### config.mk
export PLATFORM = sky130hd
export DESIGN_NAME = speed_position_switch_axis
export DESIGN_NICKNAME = d
export VERILOG_FILES = /design/src/shared/sps_pkg.sv /design/src/shared/switch_if.sv /design/src/logic/switch_input_cond.sv /design/src/logic/speed_position_switch_axis.sv
export SDC_FILE = /design/constraint.sdc
export NUM_CORES = 1
export LEC_CHECK = 0
export BUFFER_PORTS_ARGS = -buffer_cell sky130_fd_sc_hd__buf_2
export CORE_MARGIN = 2
export CORE_UTILIZATION = 59
export CTS_CLUSTER_DIAMETER = 60
export DETAILED_ROUTE_END_ITERATION = 16
export PLACE_DENSITY = 0.8
export SETUP_SLACK_MARGIN = 0.4
export SKIP_CTS_REPAIR_TIMING = 1
export SLEW_MARGIN = 20
export SYNTH_ARGS = -nofsm -noshare
export SYNTH_HDL_FRONTEND = slang
export SYNTH_SLANG_ARGS = --single-unit
### constraint.sdc
create_clock -name ref_clk -period 9.3 [get_ports ref_clk]
set_clock_uncertainty 0.1 [all_clocks]
set_input_delay 0.93 -clock ref_clk [delete_from_list [all_inputs] [get_ports ref_clk]]
set_output_delay 0.93 -clock ref_clk [all_outputs]
set_load 0.005 [all_outputs]
### src/shared/sps_pkg.sv
// constants and types shared by the speed-position switching axis
package sps_pkg;
  localparam int POS_W = 32;
  localparam int SPD_W = 16;
  localparam logic [15:0] ERR_OVERRUN = 16'h00D1;
  localparam logic [15:0] ERR_STROKE = 16'h00D2;
  localparam logic [15:0] ERR_NONE = 16'h0000;
  localparam logic [1:0] SRC_MODULE = 2'h0;
  localparam logic [1:0] SRC_AMP_DOG = 2'h1;
  localparam logic [1:0] SRC_BUILTIN_DI = 2'h2;
  localparam logic [1:0] SRC_BIT_DEV = 2'h3;
  typedef enum logic [2:0] {
    ST_IDLE = 3'b000,
    ST_SPEED = 3'b001,
    ST_POS = 3'b010,
    ST_DECEL = 3'b011,
    ST_STOP_SPD = 3'b100,
    ST_STOP_POS = 3'b101
  } axis_state_t;
endpackage

### src/shared/switch_if.sv
// qualified switch event carried from input conditioner to sequencer
`timescale 1ns/1ps
interface switch_if;
  logic level;
  logic rise;
  modport src (output level, output rise);
  modport dst (input level, input rise);
endinterface

### src/logic/switch_input_cond.sv
// selects, synchronises and polarises the position-switch input
`timescale 1ns/1ps
module switch_input_cond (
  input wire logic ref_clk, // clock
  input wire logic arst_n, // async reset, active low
  input wire logic [3:0] src_pins, // module, amp dog, builtin di, bit device
  input wire logic [1:0] src_sel, // which source is used
  input wire logic nc_contact, // 1: normally closed contact
  switch_if.src sw // active level and its rising edge
);
  logic [3:0] s1_reg, s2_reg, s3_reg;
  logic act_reg;
  logic agree;
  logic sel_now;
  // only the selected line counts; chatter on the others must not hold it off
  assign agree = (s2_reg[src_sel] == s3_reg[src_sel]);
  always_ff @(posedge ref_clk or negedge arst_n) begin
    if (!arst_n) begin
      s1_reg <= 4'h0;
      s2_reg <= 4'h0;
      s3_reg <= 4'h0;
    end else begin
      s1_reg <= src_pins;
      s2_reg <= s1_reg;
      s3_reg <= s2_reg;
    end
  end
  // any of four sources
  assign sel_now = s3_reg[src_sel] ^ nc_contact;
  always_ff @(posedge ref_clk or negedge arst_n) begin
    if (!arst_n) begin
      act_reg <= 1'b0;
    end else if (agree) begin
      act_reg <= sel_now;
    end
  end
  assign sw.level = act_reg;
  assign sw.rise = agree && sel_now && !act_reg;
endmodule // switch_input_cond

### src/logic/speed_position_switch_axis.sv
// speed-to-position switching sequencer for one axis
// What this block does
// - switch event is the input's rise to its active level, per contact type.
// - switch input taken from any of four selectable sources.
// - update command off at a start from idle clears feed value, then tracks motion.
// - update command on at start keeps feed value, then tracks motion.
// - travel distance from two words, changeable during speed mode.
// - negative travel at switch gives deceleration stop in position mode.
// - travel-change data latched at the switch instant.
// - distance since position mode kept in a readable register pair.
// - switch needs start accepted, speed mode running, switch enabled.
// - enable arriving after input active does not switch.
// - enable and input on at a start from idle: position only, no speed flag.
// - travel below deceleration distance starts deceleration at once.
// - overrun raises error flag and, without overstroke, minor error 209.
// - overrun never asserts positioning done.
// - no stroke check in speed mode; overstroke gives error 210 and stop.
// - restart accepted only after a stop of this control.
// - restart after speed-mode stop resumes speed mode.
// - restart after position-mode stop moves the remaining travel.
// - restart uses speed captured at the original start.
// - forward start increases address, reverse decreases.
// - position mode moves exactly the travel from the switch point.
`timescale 1ns/1ps
module speed_position_switch_axis #(
  parameter int POS_W = sps_pkg::POS_W,
  parameter int SPD_W = sps_pkg::SPD_W
) (
  input wire logic ref_clk, // 125 MHz clock
  input wire logic arst_n, // async reset, active low
  input wire logic forward_speed_pos_start, // start pulse, forward
  input wire logic reverse_speed_pos_start, // start pulse, reverse
  input wire logic speed_pos_restart, // restart pulse
  input wire logic stop_cmd, // stop pulse
  input wire logic [SPD_W-1:0] cmd_speed, // commanded speed, units per cycle
  input wire logic [POS_W-1:0] travel_indirect, // two-word travel, signed
  input wire logic travel_change_valid, // travel-change register in use
  input wire logic [POS_W-1:0] travel_change_data, // travel-change register
  input wire logic feed_value_update_cmd, // keep feed value at start
  input wire logic switch_enable_cmd, // switch enable
  input wire logic [3:0] switch_src_pins, // four switch sources
  input wire logic [1:0] switch_src_sel, // switch source select
  input wire logic switch_nc_contact, // normally closed contact
  input wire logic [POS_W-1:0] decel_dist, // deceleration distance estimate
  input wire logic [POS_W-1:0] stroke_lo, // stroke lower limit
  input wire logic [POS_W-1:0] stroke_hi, // stroke upper limit
  output logic start_accept_flag, // control running
  output logic speed_controlling_flag, // speed mode active
  output logic positioning_done_flag, // normal completion
  output logic error_detect_flag, // error detected
  output logic [15:0] error_code, // minor error code
  output logic [POS_W-1:0] feed_value, // feed current value
  output logic [POS_W/2-1:0] travel_after_switch_low, // distance since switch, low
  output logic [POS_W/2-1:0] travel_after_switch_high, // distance since switch, high
  output logic [SPD_W-1:0] motor_speed, // speed sent to amplifier
  output logic motor_dir_rev // 1: address decreasing
);
  ////////////////////////////////////////////////////////////////////////
  switch_if sw ();
  switch_input_cond u_cond (
    .ref_clk(ref_clk),
    .arst_n(arst_n),
    .src_pins(switch_src_pins),
    .src_sel(switch_src_sel),
    .nc_contact(switch_nc_contact),
    .sw(sw)
  );

  ////////////////////////////////////////////////////////////////////////
  sps_pkg::axis_state_t state_reg, state_next;
  logic [SPD_W-1:0] start_speed_reg;
  logic dir_rev_reg;
  logic [POS_W-1:0] travel_reg;
  logic [POS_W-1:0] moved_reg;
  logic [POS_W-1:0] feed_reg;
  logic accept_reg, spd_flag_reg, done_reg, err_reg;
  logic [15:0] err_code_reg;
  logic [SPD_W-1:0] speed_reg;
  logic armed_reg;
  logic start_any;
  logic [POS_W-1:0] travel_src;
  logic [POS_W-1:0] remain;
  logic [POS_W-1:0] step;
  logic [POS_W-1:0] feed_step;
  logic [POS_W-1:0] target;
  logic travel_neg;
  logic overrun;
  logic overstroke;
  logic switch_evt;
  logic moving;
  logic finish;
  logic start_take;
  logic [SPD_W-1:0] run_speed;

  assign start_any = forward_speed_pos_start || reverse_speed_pos_start;
  assign start_take = start_any && (state_reg == sps_pkg::ST_IDLE ||
                      state_reg == sps_pkg::ST_STOP_SPD || state_reg == sps_pkg::ST_STOP_POS);
  // travel-change register wins when used, else indirect two-word value
  assign travel_src = travel_change_valid ? travel_change_data : travel_indirect;
  assign travel_neg = travel_src[POS_W-1];
  assign overrun = !travel_neg && (travel_src < decel_dist);
  assign target = dir_rev_reg ? feed_reg - travel_src : feed_reg + travel_src;
  // stroke range judged only when position mode is entered
  assign overstroke = !travel_neg && ($signed(target) < $signed(stroke_lo) ||
                      $signed(target) > $signed(stroke_hi));
  // armed only when enable was on before the input went active
  assign switch_evt = sw.rise && accept_reg && state_reg == sps_pkg::ST_SPEED &&
                      switch_enable_cmd && armed_reg;
  assign remain = travel_reg - moved_reg;
  assign step = {{(POS_W-SPD_W){1'b0}}, speed_reg};
  assign moving = state_reg == sps_pkg::ST_SPEED || state_reg == sps_pkg::ST_POS ||
                  state_reg == sps_pkg::ST_DECEL;
  assign finish = state_reg == sps_pkg::ST_POS && remain <= step;
  // last step in position mode is clipped to land exactly on the travel
  assign feed_step = finish ? remain : step;

  ////////////////////////////////////////////////////////////////////////
  always_comb begin
    state_next = state_reg;
    case (state_reg)
      sps_pkg::ST_IDLE: begin
        if (start_any && switch_enable_cmd && sw.level) begin
          state_next = (travel_neg || overrun || overstroke) ? sps_pkg::ST_DECEL
                       : sps_pkg::ST_POS;
        end else if (start_any) begin
          state_next = sps_pkg::ST_SPEED;
        end
      end
      sps_pkg::ST_SPEED: begin
        if (stop_cmd) begin
          state_next = sps_pkg::ST_STOP_SPD;
        end else if (switch_evt) begin
          state_next = (travel_neg || overrun || overstroke) ? sps_pkg::ST_DECEL
                       : sps_pkg::ST_POS;
        end
      end
      sps_pkg::ST_POS: begin
        if (finish) begin
          state_next = sps_pkg::ST_IDLE;
        end else if (stop_cmd) begin
          state_next = sps_pkg::ST_STOP_POS;
        end
      end
      sps_pkg::ST_DECEL: begin
        if (speed_reg == '0) begin
          state_next = sps_pkg::ST_IDLE;
        end
      end
      sps_pkg::ST_STOP_SPD: begin
        if (speed_pos_restart) begin
          state_next = sps_pkg::ST_SPEED;
        end else if (start_any) begin
          state_next = sps_pkg::ST_SPEED;
        end
      end
      sps_pkg::ST_STOP_POS: begin
        if (speed_pos_restart) begin
          state_next = sps_pkg::ST_POS;
        end else if (start_any) begin
          state_next = sps_pkg::ST_SPEED;
        end
      end
      default: state_next = sps_pkg::ST_IDLE;
    endcase
  end

  always_ff @(posedge ref_clk or negedge arst_n) begin
    if (!arst_n) begin
      state_reg <= sps_pkg::ST_IDLE;
    end else begin
      state_reg <= state_next;
    end
  end

  ////////////////////////////////////////////////////////////////////////
  // start parameters captured once; restart never re-reads cmd_speed
  always_ff @(posedge ref_clk or negedge arst_n) begin
    if (!arst_n) begin
      start_speed_reg <= '0;
      dir_rev_reg <= 1'b0;
    end else if (start_take) begin
      start_speed_reg <= cmd_speed;
      dir_rev_reg <= reverse_speed_pos_start && !forward_speed_pos_start;
    end
  end

  // input already active when enable rises: event must not count
  always_ff @(posedge ref_clk or negedge arst_n) begin
    if (!arst_n) begin
      armed_reg <= 1'b0;
    end else if (!switch_enable_cmd) begin
      armed_reg <= 1'b0;
    end else if (!sw.level) begin
      armed_reg <= 1'b1;
    end
  end

  ////////////////////////////////////////////////////////////////////////
  // a fresh start runs at once at the commanded speed; a resume uses the captured one
  always_comb begin
    run_speed = start_speed_reg;
    if (start_take) begin
      run_speed = cmd_speed;
    end
  end

  // speed profile: deceleration is a simple step-down by one unit
  always_ff @(posedge ref_clk or negedge arst_n) begin
    if (!arst_n) begin
      speed_reg <= '0;
    end else begin
      case (state_next)
        sps_pkg::ST_SPEED, sps_pkg::ST_POS: begin
          speed_reg <= run_speed;
        end
        sps_pkg::ST_DECEL: begin
          if (speed_reg != '0) begin
            speed_reg <= speed_reg - {{(SPD_W-1){1'b0}}, 1'b1};
          end
        end
        default: begin
          speed_reg <= '0;
        end
      endcase
    end
  end

  ////////////////////////////////////////////////////////////////////////
  // travel latched at the switch; moved distance restarts from zero there
  always_ff @(posedge ref_clk or negedge arst_n) begin
    if (!arst_n) begin
      travel_reg <= '0;
      moved_reg <= '0;
    end else if ((switch_evt || (state_reg == sps_pkg::ST_IDLE && start_any &&
                 switch_enable_cmd && sw.level)) && !stop_cmd) begin
      travel_reg <= travel_src;
      moved_reg <= '0;
    end else if (state_reg == sps_pkg::ST_POS || (state_reg == sps_pkg::ST_DECEL &&
                 travel_reg != '0)) begin
      moved_reg <= moved_reg + feed_step;
    end
  end

  // feed value: cleared at a start from idle unless update command holds it
  always_ff @(posedge ref_clk or negedge arst_n) begin
    if (!arst_n) begin
      feed_reg <= '0;
    end else if (start_any && state_reg == sps_pkg::ST_IDLE && !feed_value_update_cmd) begin
      feed_reg <= '0;
    end else if (moving) begin
      feed_reg <= dir_rev_reg ? feed_reg - feed_step : feed_reg + feed_step;
    end
  end

  ////////////////////////////////////////////////////////////////////////
  always_ff @(posedge ref_clk or negedge arst_n) begin
    if (!arst_n) begin
      accept_reg <= 1'b0;
    end else begin
      accept_reg <= state_next != sps_pkg::ST_IDLE;
    end
  end

  always_ff @(posedge ref_clk or negedge arst_n) begin
    if (!arst_n) begin
      spd_flag_reg <= 1'b0;
    end else begin
      spd_flag_reg <= state_next == sps_pkg::ST_SPEED;
    end
  end

  // completion wins over a clearing pulse in the same cycle
  always_ff @(posedge ref_clk or negedge arst_n) begin
    if (!arst_n) begin
      done_reg <= 1'b0;
    end else if (finish) begin
      done_reg <= 1'b1;
    end else if (start_any || speed_pos_restart) begin
      done_reg <= 1'b0;
    end
  end

  // errors stick until the next start
  always_ff @(posedge ref_clk or negedge arst_n) begin
    if (!arst_n) begin
      err_reg <= 1'b0;
      err_code_reg <= sps_pkg::ERR_NONE;
    end else if (state_next == sps_pkg::ST_DECEL && state_reg != sps_pkg::ST_DECEL &&
                 (overstroke || overrun)) begin
      err_reg <= 1'b1;
      err_code_reg <= overstroke ? sps_pkg::ERR_STROKE : sps_pkg::ERR_OVERRUN;
    end else if (start_any && state_reg == sps_pkg::ST_IDLE) begin
      err_reg <= 1'b0;
      err_code_reg <= sps_pkg::ERR_NONE;
    end
  end

  ////////////////////////////////////////////////////////////////////////
  always_ff @(posedge ref_clk or negedge arst_n) begin
    if (!arst_n) begin
      travel_after_switch_low <= '0;
      travel_after_switch_high <= '0;
    end else begin
      travel_after_switch_low <= moved_reg[POS_W/2-1:0];
      travel_after_switch_high <= moved_reg[POS_W-1:POS_W/2];
    end
  end

  assign start_accept_flag = accept_reg;
  assign speed_controlling_flag = spd_flag_reg;
  assign positioning_done_flag = done_reg;
  assign error_detect_flag = err_reg;
  assign error_code = err_code_reg;
  assign feed_value = feed_reg;
  assign motor_speed = speed_reg;
  assign motor_dir_rev = dir_rev_reg;
endmodule // speed_position_switch_axis

==> metrics.csv, run 1 <==
stage;metric;value;unit
min_path;Worst Hold Launch;u_cond.s1_reg[0];
layout;final net count;2941;
die;standard-cell rows;63;
global_route;Total Routing Usage GR;36.8;%
sta;RSZ-0062 raised after global routing;true;
sta;Tcrit/Tclk final;91.6;%
placement;routability congestion estimate;0.996;
run;Max Cap Viol;0;
min_path;Hold Crit Class;flop to flop;
routing;wire length on met2;26800;um
layout;# fillers;2402;
cts;CTS clk-pin slew, worst paths;0.07;ns
sta;Slew Limit Fails;0;
cts;CTS Buf Count;17;
outcome;status;finished clean;
worst_setup_path;maximum fanout along the worst path;17;
yosys;Seq/Total Area, Yosys;25.7;%
cts;Clock Latency Late Sink;0.45;ns
placement;dpl cells;2870;
layout;Post-Layout Inst Area;20800;um2
global_route;largest net degree at the start of global routing;87;
routing;antenna viol nets, final;0;
yosys;Distinct cells, synth;88;
yosys;Yosys top cell by area;dfrtp_1;
yosys;Post-Synth Simple-Gate Area;16.6;%
cts;clk buf depth;2;
yosys;Top FF cell, synth;dfrtp_1;
global_route;grt total ovfl;0;
routing;DR vias/cell;6.15;
global_route;initial antenna violation count;0;
routing;highest metal used;met4;
yosys;post-synthesis register bit count;184;
yosys;Yosys Warn Count;0;
routing;Initial DRC Count;1612;
yosys;main combinational cell family by area after synthesis;compound AO/OA/AOI/OAI gates;
worst_setup_path;critical path class;flop to flop;
routing;DRT Pass-1 Iters;6;
yosys;adder-cell area share of the yosys netlist;17.1;%
yosys;post-synthesis compound-gate area fraction;22.1;%
routing;WL per Instance;20.5;um
global_route;first-pass GRT wire length;90700;um
yosys;Mean Syn Cell Area;8.14;um2
layout;area grow syn2layout;15.8;%
die;Die Y-Extent;178;um
sta;slew margin rel.;32.5;%
layout;footprint of the multi-input gates;12300;um2
die;Initial Utilization;60.2;%
cts;# H-tree levels;4;
yosys;cell count after synthesis;2203;
layout;antenna cells;0;
placement;IO buf count;281;
routing;# DRC;0;
placement;HPWL Detailed;48100;um
yosys;XOR/XNOR Fraction of Synth Area;7.47;%
routing;WL met1;25000;um
worst_setup_path;Max stage delay cell, worst path;or4b_2;
worst_setup_path;Worst Path Required;9.58;ns
yosys;largest cells by area after synthesis;dfrtp_1, ha_1, xnor2_1;
sta;fmax;117;MHz
placement;DP Area;20000;um2
layout;register area;4610;um2
cts;clk sinks;184;
die;core area;29800;um2
sta;Min Clock Period, post-route;8.52;ns
routing;WL met3;5080;um
die;die extent in x;178;um
worst_setup_path;critical path's largest stage delay;0.63;ns
yosys;most common library cells after synthesis;ha_1, inv_1, nand2_1;
routing;drt total wl;59600;um
yosys;mux contribution to synthesized area;4.06;%
die;Die ar.;31800;um2
yosys;Post-Syn Area;17900;um2
cts;CTS root buf;clkbuf_16;
yosys;number of synthesized flops with an enable pin;0;
layout;share of layout cells above drive strength 1;17.3;%
worst_setup_path;crit end category;flop;
worst_setup_path;Arrival @ worst endpoint;8.79;ns
layout;Util after Layout;69.7;%
sta;# setup viols final;0;
worst_setup_path;CP Launch Type;flop;
cts;CTS tree;done;
worst_setup_path;crit path from;travel_reg[0];
worst_setup_path;CP most frequent cell;inv_1;
global_route;vias in the first global route;16900;
yosys;Synth top area share;25.7;%
sta;Worst Tran Pin Value;1.01;ns
yosys;Post-synth ARST share;100;%
sta;Final Hold Viols;0;
worst_setup_path;reg2reg start;travel_reg[0];
die;I/O Pins;293;
routing;vias;17900;
layout;fin cells;2910;
-- final cells by class --
class,instances,share of cell area [%]
flip-flops and latches,184,22.2
inverters,239,4.32
well taps,390,2.35
repair buffers,332,8.92
multi-input cells,1733,59.4
clock inverters,14,0.735
clock buffers,18,2.11
-- cell usage in the layout, fill, tap and decap left out, drive strengths merged, types with 28 or more instances in the layout --
master	count
nor3	45
mux2i	60
a21oi	179
nand2	199
a21o	63
o21ai	154
nand2b	28
ha	238
inv	247
xnor2	107
nand4	34
xor2	46
dfrtp	184
buf	330
nor2	155
a31oi	30
o22ai	36
nand3	34
-- through the flow --
| stage | setup TNS (ns) | setup WS, ns | hold WS, ns |
|---|---|---|---|
| floorplan | 0 | 0.963 | 0.231 |
| global placement | 0 | 0.345 | 0.233 |
| detailed placement | -0.0168 | -0.0140 | 0.237 |
| CTS | 0 | 0.400 | 0.253 |
| global route | 0 | 0.346 | 0.263 |
| finish | 0 | 0.785 | 0.250 |
-- path summary, 6_finish.rpt --
path                                                to  slack, ns  depth (start not counted)
min in group asynchronous             u_cond.s2_reg[0]       0.35                          1
min                                   u_cond.s2_reg[0]       0.25                          0
max in group asynchronous  travel_after_switch_high[7]       7.52                          2
max                                     feed_value[23]       0.78                         38
min reg2reg                           u_cond.s2_reg[0]       0.25                          0
max reg2reg                             feed_value[23]       0.78                         38
-- kinds of logic (layout without fill, tap and decap cells) --
group,Yosys count,after routing
other,1,26
adder cells (fa/ha/maj),242,242
multiplexers,69,69
buffers and inverters,311,603
AND/OR/NAND/NOR,621,621
XOR/XNOR,153,153
AO/OA/AOI/OAI,622,622
flip-flops,184,184
-- worst max-delay path, delay by kind of cell (launching register included) --
kind | cells | cell delay (ns)
buf+inv | 5 | 0.50
flops | 1 | 0.40
compound gates | 14 | 2.66
fa+ha+maj | 5 | 1.45
simple gates | 13 | 3.16
xor+xnor | 1 | 0.16
-- routing by layer --
| metal | track usage (%) | up-vias |
|---|---|---|
| li1 | - | 8406 |
| met1 | 49.6 | 8410 |
| met2 | 59.4 | 935 |
| met3 | 4.86 | 157 |
| met4 | 15.9 | 0 |
| met5 | 0 | - |
Power of run 1 is left out: the tool's default activity adds up to more than one toggle a clock period on the data nets, which glitch-free logic cannot reach.
==> run 2, diff against run 1 <==
--- a/config.mk
+++ b/config.mk
@@ -7,4 +7,5 @@
 export LEC_CHECK = 0
 export BUFFER_PORTS_ARGS = -buffer_cell sky130_fd_sc_hd__buf_2
+export CORE_ASPECT_RATIO = 1.5
 export CORE_MARGIN = 2
 export CORE_UTILIZATION = 59
@@ -12,4 +13,5 @@
 export DETAILED_ROUTE_END_ITERATION = 16
 export PLACE_DENSITY = 0.8
+export RECOVER_POWER = 100
 export SETUP_SLACK_MARGIN = 0.4
 export SKIP_CTS_REPAIR_TIMING = 1
--- a/constraint.sdc
+++ b/constraint.sdc
@@ -3,3 +3,3 @@
 set_input_delay 0.93 -clock ref_clk [delete_from_list [all_inputs] [get_ports ref_clk]]
 set_output_delay 0.93 -clock ref_clk [all_outputs]
-set_load 0.005 [all_outputs]
+set_load 0.01 [all_outputs]
==> run 2 against run 1 <==
  * The run now ends with capacitance limit, slew limit left
  * Global-route usage down 2.0 points
  * Register-to-register slack got worse by 0.05 ns
  * Critical path depth shrank 3
  * Count of clock-buffer cells in the layout decreased by 1
  * Non-clock buffer count increased by 11
  * Hold slack about the same
  * Cell count increased by 0.65%
  * Utilization is 1.4 points lower
  * Critical path type is now primary input to flop
  * Critical endpoint is now motor_speed[9]
  * Highest routed layer unchanged
==> metrics.csv, run 2 (synthesis results as in run 1) <==
stage;metric;value;unit
global_route;Total Routing Usage GR;34.8;%
routing;WL per Instance;19.4;um
cts;# H-tree levels;4;
sta;Worst Tran Pin Value;6.12;ns
worst_setup_path;crit end category;flop;
min_path;Worst Hold Launch;u_cond.s1_reg[3];
cts;clk sinks;184;
die;Die ar.;31800;um2
worst_setup_path;Max stage delay cell, worst path;or4b_2;
global_route;grt total ovfl;0;
layout;register area;4600;um2
placement;IO buf count;281;
placement;Post-Place Setup Slack;-0.152;ns
die;standard-cell rows;78;
global_route;initial antenna violation count;1;
min_path;Hold Path Depth;0;
layout;footprint of the multi-input gates;12200;um2
sta;Final WS setup;0.719;ns
min_path;Hold Crit Class;flop to flop;
cts;CTS clk-pin slew, worst paths;0.07;ns
global_route;vias in the first global route;17700;
die;I/O Pins;293;
outcome;status;finished with violations;
worst_setup_path;R2R Setup Slk;0.73;ns
min_path;Min-Delay Endpoint;u_cond.s2_reg[3];
outcome;failing checks;capacitance limit, slew limit;
placement;routability congestion estimate;0.997;
routing;vias;17600;
layout;# fillers;2584;
routing;antenna viol nets, final;0;
worst_setup_path;Arrival @ worst endpoint;8.86;ns
placement;HPWL Detailed;46500;um
layout;area grow syn2layout;14.6;%
sta;Tcrit/Tclk final;92.3;%
cts;CTS Buf Count;17;
layout;final net count;2952;
worst_setup_path;critical path class;primary input to flop;
die;die extent in x;146;um
routing;DR vias/cell;5.99;
layout;antenna cells;0;
routing;Initial DRC Count;968;
run;Max Cap Viol;3;
die;Initial Utilization;59.7;%
die;core area;30100;um2
worst_setup_path;R2R depth;34;
worst_setup_path;CP most frequent cell;a21oi_1;
cts;Clock Latency Late Sink;0.46;ns
layout;most frequent cells in the layout;inv_1, ha_1, nand2_1;
die;Die Y-Extent;218;um
sta;Slew Limit Fails;252;
worst_setup_path;critical path's largest stage delay;0.64;ns
routing;DRT Pass-1 Iters;5;
sta;slew margin rel.;-308;%
global_route;first-pass GRT wire length;88200;um
cts;clk buf depth;2;
global_route;largest net degree at the start of global routing;118;
worst_setup_path;CP Launch Type;primary input;
layout;commonest non-fill, non-tap cell in the layout;inv_1;
worst_setup_path;Worst Path Required;9.58;ns
cts;CTS root buf;clkbuf_16;
sta;# setup viols final;0;
sta;fmax;117;MHz
layout;share of layout cells above drive strength 1;13.2;%
routing;# DRC;0;
routing;drt total wl;56800;um
cts;CTS tree;done;
worst_setup_path;reg2reg start;moved_reg[0];
sta;Min Clock Period, post-route;8.58;ns
worst_setup_path;maximum fanout along the worst path;16;
sta;Final Hold Viols;0;
sta;RSZ-0062 raised after global routing;false;
worst_setup_path;capture point of the worst reg-to-reg path;feed_value[30];
-- run 2: changes by cell type in the layout (fill, tap and decap cells not counted), moves of 3 or more --
cell / before / now
o22ai_2: 10 / 1
buf_2: 280 / 189
buf_4: 47 / 51
o22ai_1: 26 / 35
inv_6: 6 / 3
clkbuf_1: 0 / 100
o21ai_1: 20 / 13
o21ai_0: 133 / 140
-- run 2: final cells by class --
class | instances | share of cell area [%]
Multi-Input combinational cell | 1733 | 59.6
Sequential cell | 184 | 22.4
Timing Repair Buffer | 343 | 8.51
Inverter | 239 | 4.37
Tap cell | 400 | 2.44
Clock buffer | 17 | 2.07
Clock inverter | 13 | 0.609
-- run 2: stage by stage --
step,hold WS (ns),cell area [um2],utilization [%],cells,setup TNS (ns)
after floorplan,0.231,18000,-,2228,0
after global placement,0.235,20000,66.7,2894,0
after detailed placement,0.236,20000,66.7,2894,-1.65
after CTS,0.251,20600,68.5,2924,0
after global routing,0.255,20500,68.4,2929,0
final,0.250,20500,68.4,2929,0
-- run 2: worst max path at each step --
stage	slack (ns)	end	startpoint	cells past startpoint
after global placement	0.28	motor_speed[15]	travel_change_valid	35
after CTS	0.29	motor_speed[4]	travel_change_valid	34
after floorplan	0.96	motor_speed[7]	travel_change_valid	35
final	0.72	motor_speed[9]	travel_change_valid	35
after global routing	0.19	feed_value[30]	travel_reg[0]	36
after detailed placement	-0.15	motor_speed[4]	travel_change_valid	34
-- run 2: worst max-delay path, delay by kind of cell --
family                   cells  cell delay [ns]
AO/OA/AOI/OAI               16             3.98
AND/OR/NAND/NOR              9             1.94
adder cells (fa/ha/maj)      3             0.87
buffers and inverters        3             0.47
multiplexers                 2             0.40
XOR/XNOR                     2             0.25
-- run 2: per-layer routing --
layer / global-route usage, % / share of wire [%]
met3: 3.79 / 4.7
met5: 0 / 0
met1: 38.8 / 39
met4: 21.7 / 6.7
met2: 63.3 / 50
Power of run 2 is left out for the same reason.
